File: config.mk
export PLATFORM = sky130hd
export DESIGN_NAME = serial_state_notify_packet
export DESIGN_NICKNAME = d
export VERILOG_FILES = /design/src/design/notify_pkg.sv /design/src/design/notify_if.sv /design/src/design/notify_serializer.sv /design/src/design/serial_state_notify_packet.sv
export SDC_FILE = /design/constraint.sdc
export NUM_CORES = 1
export LEC_CHECK = 0
export ABC_AREA = 1
export ABC_CLOCK_PERIOD_IN_PS = 1900
export BUFFER_PORTS_ARGS = -buffer_cell sky130_fd_sc_hd__buf_2
export CORE_MARGIN = 10
export CORE_UTILIZATION = 39
export CTS_CLUSTER_DIAMETER = 50
export DETAILED_ROUTE_END_ITERATION = 8
export PLACE_DENSITY_LB_ADDON = 0.25
export SLEW_MARGIN = 20
export SYNTH_ARGS = -nofsm -noshare
export SYNTH_HDL_FRONTEND = slang
export SYNTH_SLANG_ARGS = --single-unit
File: constraint.sdc
create_clock -name CLOCK -period 1.9 [get_ports CLOCK]
set_input_delay 0.19 -clock CLOCK [delete_from_list [all_inputs] [get_ports CLOCK]]
set_output_delay 0.19 -clock CLOCK [all_outputs]
set_load 0.01 [all_outputs]
File: src/design/notify_pkg.sv
// constants, register map and types shared by the notification framer
// assumes one 200 MHz clock domain and an 8-bit register port
package notify_pkg;

    // register port geometry
    localparam int unsigned ADDR_W   = 4;
    localparam int unsigned NPINS    = 6;

    // register offsets
    localparam logic [3:0] ADDR_NOTIFY_EN = 4'h0;
    localparam logic [3:0] ADDR_CTRL      = 4'h1;
    localparam logic [3:0] ADDR_PIN_MASK  = 4'h2;
    localparam logic [3:0] ADDR_PIN_STATE = 4'h3;
    localparam logic [3:0] ADDR_DATA_LO   = 4'h4;
    localparam logic [3:0] ADDR_DATA_HI   = 4'h5;
    localparam logic [3:0] ADDR_EVT_STAT  = 4'h6;
    localparam logic [3:0] ADDR_EVT_EN    = 4'h7;

    // reset values and writable-bit masks
    localparam logic [7:0] NOTIFY_EN_RST  = 8'h00;
    localparam logic [7:0] NOTIFY_EN_WM   = 8'h7B;
    localparam logic [7:0] CTRL_RST       = 8'h00;
    localparam logic [7:0] PIN_MASK_RST   = 8'h3F;
    localparam logic [7:0] EVT_EN_RST     = 8'h00;
    localparam int unsigned CTRL_VMAP     = 0;

    // notification-enable bit positions
    localparam int unsigned EN_PIN1 = 1 - 1;
    localparam int unsigned EN_PIN2 = 1;
    localparam int unsigned EN_PIN0 = 3;
    localparam int unsigned EN_PIN3 = 4;
    localparam int unsigned EN_PIN4 = 5;
    localparam int unsigned EN_PIN5 = 6;

    // status data field bit positions
    localparam int unsigned D_CD   = 0;
    localparam int unsigned D_DSR  = 1;
    localparam int unsigned D_BRK  = 2;
    localparam int unsigned D_RI   = 3;
    localparam int unsigned D_FRM  = 4;
    localparam int unsigned D_PAR  = 5;
    localparam int unsigned D_OVR  = 6;
    localparam int unsigned D_PIN1 = 8;
    localparam int unsigned D_PIN2 = 9;
    localparam int unsigned D_PIN0 = 11;
    localparam int unsigned D_PIN3 = 12;
    localparam int unsigned D_PIN4 = 13;
    localparam int unsigned D_PIN5 = 14;

    // packet layout
    localparam logic [7:0]  REQ_TYPE     = 8'hA1;
    localparam logic [7:0]  NOTIF_SSTATE = 8'h20;
    localparam logic [15:0] WVALUE       = 16'h0000;
    localparam logic [15:0] WINDEX       = 16'h0000;
    localparam logic [15:0] WLENGTH      = 16'h0002;
    localparam logic [3:0]  OFS_REQ      = 4'h0;
    localparam logic [3:0]  OFS_NOTIF    = 4'h1;
    localparam logic [3:0]  OFS_VAL      = 4'h2;
    localparam logic [3:0]  OFS_IDX      = 4'h4;
    localparam logic [3:0]  OFS_LEN      = 4'h6;
    localparam logic [3:0]  OFS_DATA     = 4'h8;
    localparam logic [3:0]  OFS_LAST     = 4'h9;

    // event status bits
    localparam int unsigned EVT_SENT = 0;
    localparam int unsigned EVT_PIN  = 1;
    localparam int unsigned EVT_LINE = 2;
    localparam int unsigned EVT_W    = 3;

    typedef enum logic {SER_IDLE, SER_SEND} ser_state_t;

endpackage : notify_pkg

File: src/design/notify_if.sv
// handshake between the packet scheduler and the byte serialiser
// assumes both ends run on the same clock
`timescale 1ns/1ps
interface notify_if;
    logic        start;  // one-cycle launch request
    logic [15:0] word;   // status data field to send
    logic        busy;   // packet in flight
    logic        done;   // one-cycle pulse after last byte
    modport ctrl (output start, output word, input busy, input done);
    modport ser  (input start, input word, output busy, output done);
endinterface : notify_if

File: src/design/notify_serializer.sv
// byte serialiser for the ten-byte serial-state notification
// assumes the endpoint engine takes a byte on valid and ready together
`timescale 1ns/1ps
module notify_serializer
    import notify_pkg::*;
(
    input  wire logic CLOCK,
    input  wire logic RSTN,
    notify_if.ser     nif,
    output logic [7:0] PKT_DATA,
    output logic       PKT_VALID,
    output logic       PKT_LAST,
    input  wire logic  PKT_READY
);
    ser_state_t  state_reg;  // idle or sending
    logic [3:0]  idx_reg;    // offset of byte on the port
    logic [15:0] word_reg;   // data field frozen at launch
    logic [7:0]  data_reg;   // byte on the port
    logic        done_reg;   // end-of-packet pulse

    // fixed header bytes, multi-byte fields low byte first
    function automatic logic [7:0] pkt_byte(input logic [3:0] i,
                                            input logic [15:0] w);
        case (i)
            OFS_REQ:      pkt_byte = REQ_TYPE;      // RULE_05
            OFS_NOTIF:    pkt_byte = NOTIF_SSTATE;  // RULE_06
            OFS_VAL:      pkt_byte = WVALUE[7:0];   // RULE_07
            OFS_VAL + 1:  pkt_byte = WVALUE[15:8];
            OFS_IDX:      pkt_byte = WINDEX[7:0];   // RULE_07
            OFS_IDX + 1:  pkt_byte = WINDEX[15:8];
            OFS_LEN:      pkt_byte = WLENGTH[7:0];  // RULE_08
            OFS_LEN + 1:  pkt_byte = WLENGTH[15:8];
            OFS_DATA:     pkt_byte = w[7:0];        // RULE_19
            OFS_LAST:     pkt_byte = w[15:8];
            default:      pkt_byte = 8'h00;
        endcase
    endfunction : pkt_byte

    wire take = (state_reg == SER_SEND) && PKT_READY;
    wire last = (idx_reg == OFS_LAST);
    wire [3:0] idx_inc = idx_reg + 4'h1;

    // walk the offsets upward, one byte per accepted beat
    always_ff @(posedge CLOCK) begin
        done_reg <= 1'b0;
        if (!RSTN) begin
            state_reg <= SER_IDLE;
            idx_reg   <= OFS_REQ;
            word_reg  <= 16'h0000;
            data_reg  <= 8'h00;
        end else if (state_reg == SER_IDLE) begin
            if (nif.start) begin
                state_reg <= SER_SEND;
                idx_reg   <= OFS_REQ;
                word_reg  <= nif.word;
                data_reg  <= pkt_byte(OFS_REQ, nif.word);
            end
        end else if (take) begin
            if (last) begin
                state_reg <= SER_IDLE;            // RULE_19
                done_reg  <= 1'b1;
            end else begin
                idx_reg  <= idx_inc;              // RULE_19
                data_reg <= pkt_byte(idx_inc, word_reg);
            end
        end
    end

    assign PKT_DATA  = data_reg;
    assign PKT_VALID = (state_reg == SER_SEND);
    assign PKT_LAST  = PKT_VALID && last;
    assign nif.busy  = (state_reg != SER_IDLE);
    assign nif.done  = done_reg;

endmodule : notify_serializer

File: src/design/serial_state_notify_packet.sv
// serial-state notification framer: builds and launches the packet
// assumes pins and modem lines are asynchronous, UART flags are local
//
// What this block does
// [RULE_01] enable bit 4 reports general pin 3
// [RULE_02] enable bit 5 reports general pin 4
// [RULE_03] enable bit 6 reports general pin 5
// [RULE_04] software keeps enable bit 7 zero
// [RULE_05] byte 0 is request type A1
// [RULE_06] byte 1 is serial-state code 20
// [RULE_07] value and index fields are zero
// [RULE_08] length field two, data at offset 8
// [RULE_09] overrun D6, parity D5, framing D4
// [RULE_10] ring D3, break D2, DSR D1, CD D0
// [RULE_11] standard packet zeroes D15 through D7
// [RULE_12] overrun bit set on discarded data
// [RULE_13] carrier bits follow DSR and CD lines
// [RULE_14] pins 5,4,3,0 at D14,D13,D12,D11
// [RULE_15] pins 2,1 at D9,D8; rest zero
// [RULE_16] enable bits 0,1,3 report pins 1,2,0
// [RULE_17] unmasked input pin change sends packet
// [RULE_18] disabled pin reports zero in field
// [RULE_19] bytes ascending, low byte first, one transfer
//
// Implementation choices: the register addresses and the strobed register port.
`timescale 1ns/1ps
module serial_state_notify_packet
    import notify_pkg::*;
(
    input  wire logic              CLOCK,
    input  wire logic              RSTN,
    // register port
    input  wire logic [ADDR_W-1:0] REG_ADDR,
    input  wire logic [7:0]        REG_WDATA,
    input  wire logic              REG_WR,
    input  wire logic              REG_RD,
    output logic [7:0]             REG_RDATA,
    // general pins and their direction (1 = output)
    input  wire logic [NPINS-1:0]  GEN_PIN,
    input  wire logic [NPINS-1:0]  PIN_DIR,
    // modem lines from pins
    input  wire logic              RING_LINE,
    input  wire logic              DSR_LINE,
    input  wire logic              CD_LINE,
    // line events from the local UART
    input  wire logic              OVERRUN_PULSE,
    input  wire logic              PARITY_PULSE,
    input  wire logic              FRAMING_PULSE,
    input  wire logic              BREAK_STATE,
    // interrupt endpoint byte stream
    output logic [7:0]             PKT_DATA,
    output logic                   PKT_VALID,
    output logic                   PKT_LAST,
    input  wire logic              PKT_READY,
    // level interrupt
    output logic                   IRQ
);

    // ---------------- synchronisers ----------------
    localparam int unsigned SYNC_W = NPINS + 3;

    logic [SYNC_W-1:0] meta_reg;  // first stage, read by stage two only
    logic [SYNC_W-1:0] sync_reg;  // second stage, safe to use
    logic [SYNC_W-1:0] prev_reg;  // last seen synchronised value

    // async pins pass two flops before any logic sees them
    always_ff @(posedge CLOCK) begin
        if (!RSTN) begin
            meta_reg <= '0;
            sync_reg <= '0;
            prev_reg <= '0;
        end else begin
            meta_reg <= {CD_LINE, DSR_LINE, RING_LINE, GEN_PIN};
            sync_reg <= meta_reg;
            prev_reg <= sync_reg;
        end
    end

    // named views of the synchronised vector
    wire [NPINS-1:0] pin_s  = sync_reg[NPINS-1:0];
    wire             ring_s = sync_reg[NPINS];
    wire             dsr_s  = sync_reg[NPINS+1];
    wire             cd_s   = sync_reg[NPINS+2];

    // ---------------- registers ----------------
    logic [7:0] notify_pin_status_enable_reg; // per-pin report enable
    logic [7:0] ctrl_reg;                     // vendor mapping switch
    logic [7:0] pin_mask_reg;                 // 1 = pin change silent
    logic [EVT_W-1:0] evt_stat_reg;           // sticky event bits
    logic [EVT_W-1:0] evt_en_reg;             // interrupt enables
    logic [7:0] rdata_reg;                    // read data, one cycle late

    // write decode
    wire wr_en   = REG_WR && (REG_ADDR == ADDR_NOTIFY_EN);
    wire wr_ctrl = REG_WR && (REG_ADDR == ADDR_CTRL);
    wire wr_mask = REG_WR && (REG_ADDR == ADDR_PIN_MASK);
    wire wr_stat = REG_WR && (REG_ADDR == ADDR_EVT_STAT);
    wire wr_ien  = REG_WR && (REG_ADDR == ADDR_EVT_EN);

    // reserved enable bits 7 and 2 never store, so they read zero;
    // software is still expected to write them as zero
    wire [7:0] en_wdata = REG_WDATA & NOTIFY_EN_WM; // RULE_04 RULE_16

    // software-owned configuration
    always_ff @(posedge CLOCK) begin
        if (!RSTN) begin
            notify_pin_status_enable_reg <= NOTIFY_EN_RST;
            ctrl_reg     <= CTRL_RST;
            pin_mask_reg <= PIN_MASK_RST;
            evt_en_reg   <= EVT_EN_RST[EVT_W-1:0];
        end else begin
            if (wr_en)
                notify_pin_status_enable_reg <= en_wdata;
            if (wr_ctrl)
                ctrl_reg <= REG_WDATA;
            if (wr_mask)
                pin_mask_reg <= REG_WDATA & PIN_MASK_RST;
            if (wr_ien)
                evt_en_reg <= REG_WDATA[EVT_W-1:0];
        end
    end

    // ---------------- change detection ----------------
    // only pins set as inputs and unmasked may trigger a packet
    wire [NPINS-1:0] pin_edge = pin_s ^ prev_reg[NPINS-1:0];
    wire [NPINS-1:0] pin_trig = pin_edge & ~PIN_DIR
                                & ~pin_mask_reg[NPINS-1:0]; // RULE_17
    wire             pin_hit  = |pin_trig;                  // RULE_17

    // modem lines and break state also warrant a fresh report
    logic brk_prev_reg; // break state one cycle ago
    always_ff @(posedge CLOCK) begin
        if (!RSTN)
            brk_prev_reg <= 1'b0;
        else
            brk_prev_reg <= BREAK_STATE;
    end

    wire line_edge = (sync_reg[SYNC_W-1:NPINS]
                      != prev_reg[SYNC_W-1:NPINS])
                     || (BREAK_STATE != brk_prev_reg);
    wire err_pulse = OVERRUN_PULSE || PARITY_PULSE || FRAMING_PULSE;
    wire line_hit  = line_edge || err_pulse;

    // ---------------- error latches ----------------
    logic ovr_reg; // data discarded since last report
    logic par_reg; // parity error since last report
    logic frm_reg; // framing error since last report
    logic launch;  // packet taken by serialiser this cycle

    // a flag arriving in the launch cycle survives for the next packet
    always_ff @(posedge CLOCK) begin
        if (!RSTN) begin
            ovr_reg <= 1'b0;
            par_reg <= 1'b0;
            frm_reg <= 1'b0;
        end else begin
            ovr_reg <= (ovr_reg && !launch) || OVERRUN_PULSE; // RULE_12
            par_reg <= (par_reg && !launch) || PARITY_PULSE;
            frm_reg <= (frm_reg && !launch) || FRAMING_PULSE;
        end
    end

    // ---------------- data field ----------------
    logic [15:0] std_word;  // standard field
    logic [15:0] cust_word; // vendor pin bits, high byte only
    logic [15:0] data_word; // field chosen for the next packet
    wire  [7:0]  en = notify_pin_status_enable_reg;
    wire         vmap = ctrl_reg[CTRL_VMAP];

    // standard field: upper bits stay zero
    always_comb begin
        std_word        = 16'h0000;         // RULE_11
        std_word[D_OVR] = ovr_reg;          // RULE_09
        std_word[D_PAR] = par_reg;          // RULE_09
        std_word[D_FRM] = frm_reg;          // RULE_09
        std_word[D_RI]  = ring_s;           // RULE_10
        std_word[D_BRK] = BREAK_STATE;      // RULE_10
        std_word[D_DSR] = dsr_s;            // RULE_10 RULE_13
        std_word[D_CD]  = cd_s;             // RULE_10 RULE_13
    end

    // vendor field: a disabled pin reads zero, D15, D10, D7 stay zero
    always_comb begin
        cust_word         = 16'h0000;                  // RULE_15
        cust_word[D_PIN5] = en[EN_PIN5] && pin_s[5];   // RULE_03 RULE_14
        cust_word[D_PIN4] = en[EN_PIN4] && pin_s[4];   // RULE_02 RULE_14
        cust_word[D_PIN3] = en[EN_PIN3] && pin_s[3];   // RULE_01 RULE_14
        cust_word[D_PIN0] = en[EN_PIN0] && pin_s[0];   // RULE_16 RULE_14
        cust_word[D_PIN2] = en[EN_PIN2] && pin_s[2];   // RULE_16 RULE_15
        cust_word[D_PIN1] = en[EN_PIN1] && pin_s[1];   // RULE_16 RULE_18
    end

    // low seven bits are the same in both forms
    assign data_word = vmap ? (std_word | cust_word) // RULE_15
                            : std_word;              // RULE_11

    // ---------------- scheduling ----------------
    notify_if nif ();

    logic pend_reg;  // a report is owed to the host

    // a trigger during launch keeps the request alive for one more packet
    always_ff @(posedge CLOCK) begin
        if (!RSTN)
            pend_reg <= 1'b0;
        else
            pend_reg <= (pend_reg && !launch) || pin_hit || line_hit;
    end

    // launch as soon as the serialiser is free
    assign launch    = pend_reg && !nif.busy;        // RULE_17
    assign nif.start = launch;
    assign nif.word  = data_word;

    // ---------------- serialiser ----------------
    notify_serializer u_ser (
        .CLOCK     (CLOCK),
        .RSTN      (RSTN),
        .nif       (nif),
        .PKT_DATA  (PKT_DATA),
        .PKT_VALID (PKT_VALID),
        .PKT_LAST  (PKT_LAST),
        .PKT_READY (PKT_READY)
    );

    // ---------------- interrupt status ----------------
    logic [EVT_W-1:0] evt_set; // hardware events this cycle

    always_comb begin
        evt_set           = '0;
        evt_set[EVT_SENT] = nif.done;
        evt_set[EVT_PIN]  = pin_hit;
        evt_set[EVT_LINE] = line_hit;
    end

    // write one to clear; a new event wins over the clear
    always_ff @(posedge CLOCK) begin
        if (!RSTN)
            evt_stat_reg <= '0;
        else if (wr_stat)
            evt_stat_reg <= (evt_stat_reg & ~REG_WDATA[EVT_W-1:0])
                            | evt_set;
        else
            evt_stat_reg <= evt_stat_reg | evt_set;
    end

    assign IRQ = |(evt_stat_reg & evt_en_reg);

    // ---------------- read path ----------------
    logic [7:0] rd_mux; // selected register, zero when unmapped

    always_comb begin
        case (REG_ADDR)
            ADDR_NOTIFY_EN: rd_mux = notify_pin_status_enable_reg;
            ADDR_CTRL:      rd_mux = ctrl_reg;
            ADDR_PIN_MASK:  rd_mux = pin_mask_reg;
            ADDR_PIN_STATE: rd_mux = {2'b00, pin_s};
            ADDR_DATA_LO:   rd_mux = data_word[7:0];
            ADDR_DATA_HI:   rd_mux = data_word[15:8];
            ADDR_EVT_STAT:  rd_mux = {5'h00, evt_stat_reg};
            ADDR_EVT_EN:    rd_mux = {5'h00, evt_en_reg};
            default:        rd_mux = 8'h00;
        endcase
    end

    // data shows in the cycle after the read strobe only
    always_ff @(posedge CLOCK) begin
        if (!RSTN)
            rdata_reg <= 8'h00;
        else if (REG_RD)
            rdata_reg <= rd_mux;
        else
            rdata_reg <= 8'h00;
    end

    assign REG_RDATA = rdata_reg;

endmodule : serial_state_notify_packet

==> results.json <==
{
  "ant_nets": 0,
  "coreArea_um2": 9730,
  "gp_congestion": 0.947,
  "drive_gt1_share_pct": 17.7,
  "cts_tree": "done",
  "drc": 0,
  "ys_types": 36,
  "clockRootBuffer": "clkbuf_8",
  "fin_cells": 726,
  "power_density_nw_per_um2": 793,
  "grt.met2_usage_pct": 20.6,
  "syn_area_per_cell_um2": 7.38,
  "critical_path_class": "register to primary output",
  "dp_hpwl_mm": 7.28,
  "cp-start-kind": "register",
  "via_per_inst": 4.72,
  "gr-usage-all-layers_pct": 13.5,
  "post_cts_buffers": 0,
  "period_minus_slack_ns": 1.75,
  "avgRoutedWirePerCell_um": 13.3,
  "antennaDiodeCount": 0,
  "design_power_total_mw": 3.58,
  "gr-total-overflow": 0,
  "status": "completed",
  "drtPass1Iterations": 5,
  "grt_pass1_wl_mm": 15.9,
  "initial_core_util_pct": 40.0,
  "grt_pass1_vias": 3278,
  "required_ns": 1.71,
  "pre_cts_slack_ns": 0.274,
  "clk_path_buf_depth": 2,
  "netlist.area_leader.share_pct": 47.9,
  "synth_seq_cells": 93,
  "dp_cells": 703,
  "path_delay_family": "flip-flops",
  "cp.arrival_ns": 1.56,
  "finalHoldViolCount": 0,
  "antenna_found_initial": 0,
  "maxSlewViolCount": 0,
  "slew_headroom_pct": 60.4,
  "die_area_um2": 14400,
  "tightest_slew_ns": 0.591,
  "ir_drop_uv": 416,
  "slowest_stage": "dfxtp_1",
  "yosysTopAreaCell": "dfxtp_1",
  "hold_class": "input pin to register",
  "numPortBuffers": 54,
  "insertion_delay_ns": 0.36,
  "dr_total_vias": 3424,
  "synth_cells": 527,
  "crit_top_cell": "inv_1",
  "synthToLayoutAreaGrowth_pct": 16.3,
  "die_width_um": 120,
  "final_nets": 628,
  "drv_cap": 0,
  "yosysSeqAreaShare_pct": 47.9,
  "grt_use_met3_pct": 3.00,
  "synth_nets": 567,
  "path_cells": "inv_1, ha_1, inv_1, nor3_2, inv_2, nor2_1, buf_2",
  "htreeDepth": 3,
  "crit_path_end_kind": "primary output",
  "io_pins": 55,
  "yosys_warnings": 0,
  "drt_wl_total_mm": 9.65,
  "std_cell_rows": 36,
  "setup_violations": 0,
  "grt_start_max_net_pins": 39,
  "finalCritPeriodShare_pct": 92.3,
  "path_buf_inv": 4,
  "grtUsageMet1_pct": 17.8,
  "top_usage_layer": "met2",
  "max_freq_mhz": 570,
  "finClkSkew_ns": 0.0138,
  "critPathMaxFanout": 7,
  "numCtsBuffers": 9,
  "synth_area_leaders": "dfxtp_1 48%, nand2_1 11%, inv_1 7.6%, a21oi_1 6.6%, o21ai_0 4.5%",
  "clk_pin_slew_worst_paths_ns": 0.10,
  "syn_area_um2": 3890,
  "largest_reg_flops": 13,
  "setup-tns-final_ns": 0,
  "p_leak_nw": 2.13,
  "clkSinkCount": 93,
  "cpPeakStageDelay_ns": 0.39,
  "timing.final.ws_setup_ns": 0.146,
  "rsz0062_at_grt": "no",
  "die_h_um": 120,
  "drtIter0Drc": 246
}
## final cells by class
class	count	area, um2
Clock buffer	10	138
Clock inverter	6	36.3
Fill cell	1003	5210
Inverter	90	339
Multi-Input combinational cell	330	1610
Sequential cell	93	1860
Tap cell	133	166
Timing Repair Buffer	64	363
## worst min-delay path: stages
cell and delay (ns):
buf_2 0.08, nand2_1 0.04, inv_1 0.04
## layer usage
metal  part of all wire, %  wire length (um)
met3                   6.3               604
met2                    44              4220
met4                   1.8               176
met1                    48              4640
met5                     0                 0
## synth_stat cells, drive strengths merged
cell,instances
a211oi,1
a21oi,52
a22oi,1
a31oi,1
and3,1
buf,6
clkbuf,8
clkinv,3
dfxtp,93
ha,4
inv,87
nand2,121
nand3,22
nand4,3
nor2,52
nor3,8
o211ai,4
o21ai,39
o221ai,1
o22ai,10
o2bb2ai,1
or2,5
xnor2,3
xor2,1
## final timing paths
path / slack (ns) / startpoint / depth (start not counted) / endpoint
min: 0.01 / DSR_LINE / 3 / meta_reg[7]
min reg2reg: 0.42 / meta_reg[0] / 2 / sync_reg[0]
max reg2reg: 0.30 / u_ser.idx_reg[1] / 9 / u_ser.PKT_DATA[6]
max: 0.15 / u_ser.idx_reg[1] / 7 / PKT_LAST
## power by group
part           leakage, nW  total [mW]  internal (mW)  switching (mW)
Combinational         1.28       0.317          0.119           0.197
Clock               0.0922        1.20          0.507           0.689
Sequential           0.761        2.07           2.02          0.0465
Total                 2.13        3.58           2.65           0.933
## per-stage QoR
stage | hold WS (ns) | cell area [um2] | util, %
floorplan | 0.283 | 3890 | -
global placement | 0.370 | 4270 | 43.9
detailed placement | 0.376 | 4270 | 43.9
CTS | 0.000633 | 4520 | 46.4
global route | 0.0241 | 4520 | 46.5
finish | 0.0150 | 4520 | 46.5
## cell usage in the layout (no fill, tap or decap), drive strengths merged, types with 5 or more instances in the layout
master       netlist  final
nor3               8      8
or2                5      5
o22ai             10     10
o21ai             39     39
dfxtp             93     93
inv               87     88
buf                6     57
nand3             22     22
nor2              52     52
dlygate4sd3        0      7
nand2            121    121
clkinv             3      7
clkbuf             8     10
a21oi             52     52
## cell families after synthesis
group | synth area share (%)
AND/OR/NAND/NOR | 24.1
AO/OA/AOI/OAI | 15.2
buffers and inverters | 10.6
flip-flops | 47.9
XOR/XNOR | 0.901
adder cells (fa/ha/maj) | 1.29
## timing repair
item / CTS / global route
hold endpoints to repair: 7 / 0
gates resized for setup: 0 / 1
setup endpoints to repair: 0 / 1
hold buffers: 7 / 0
(Power assumes the default switching activity.)
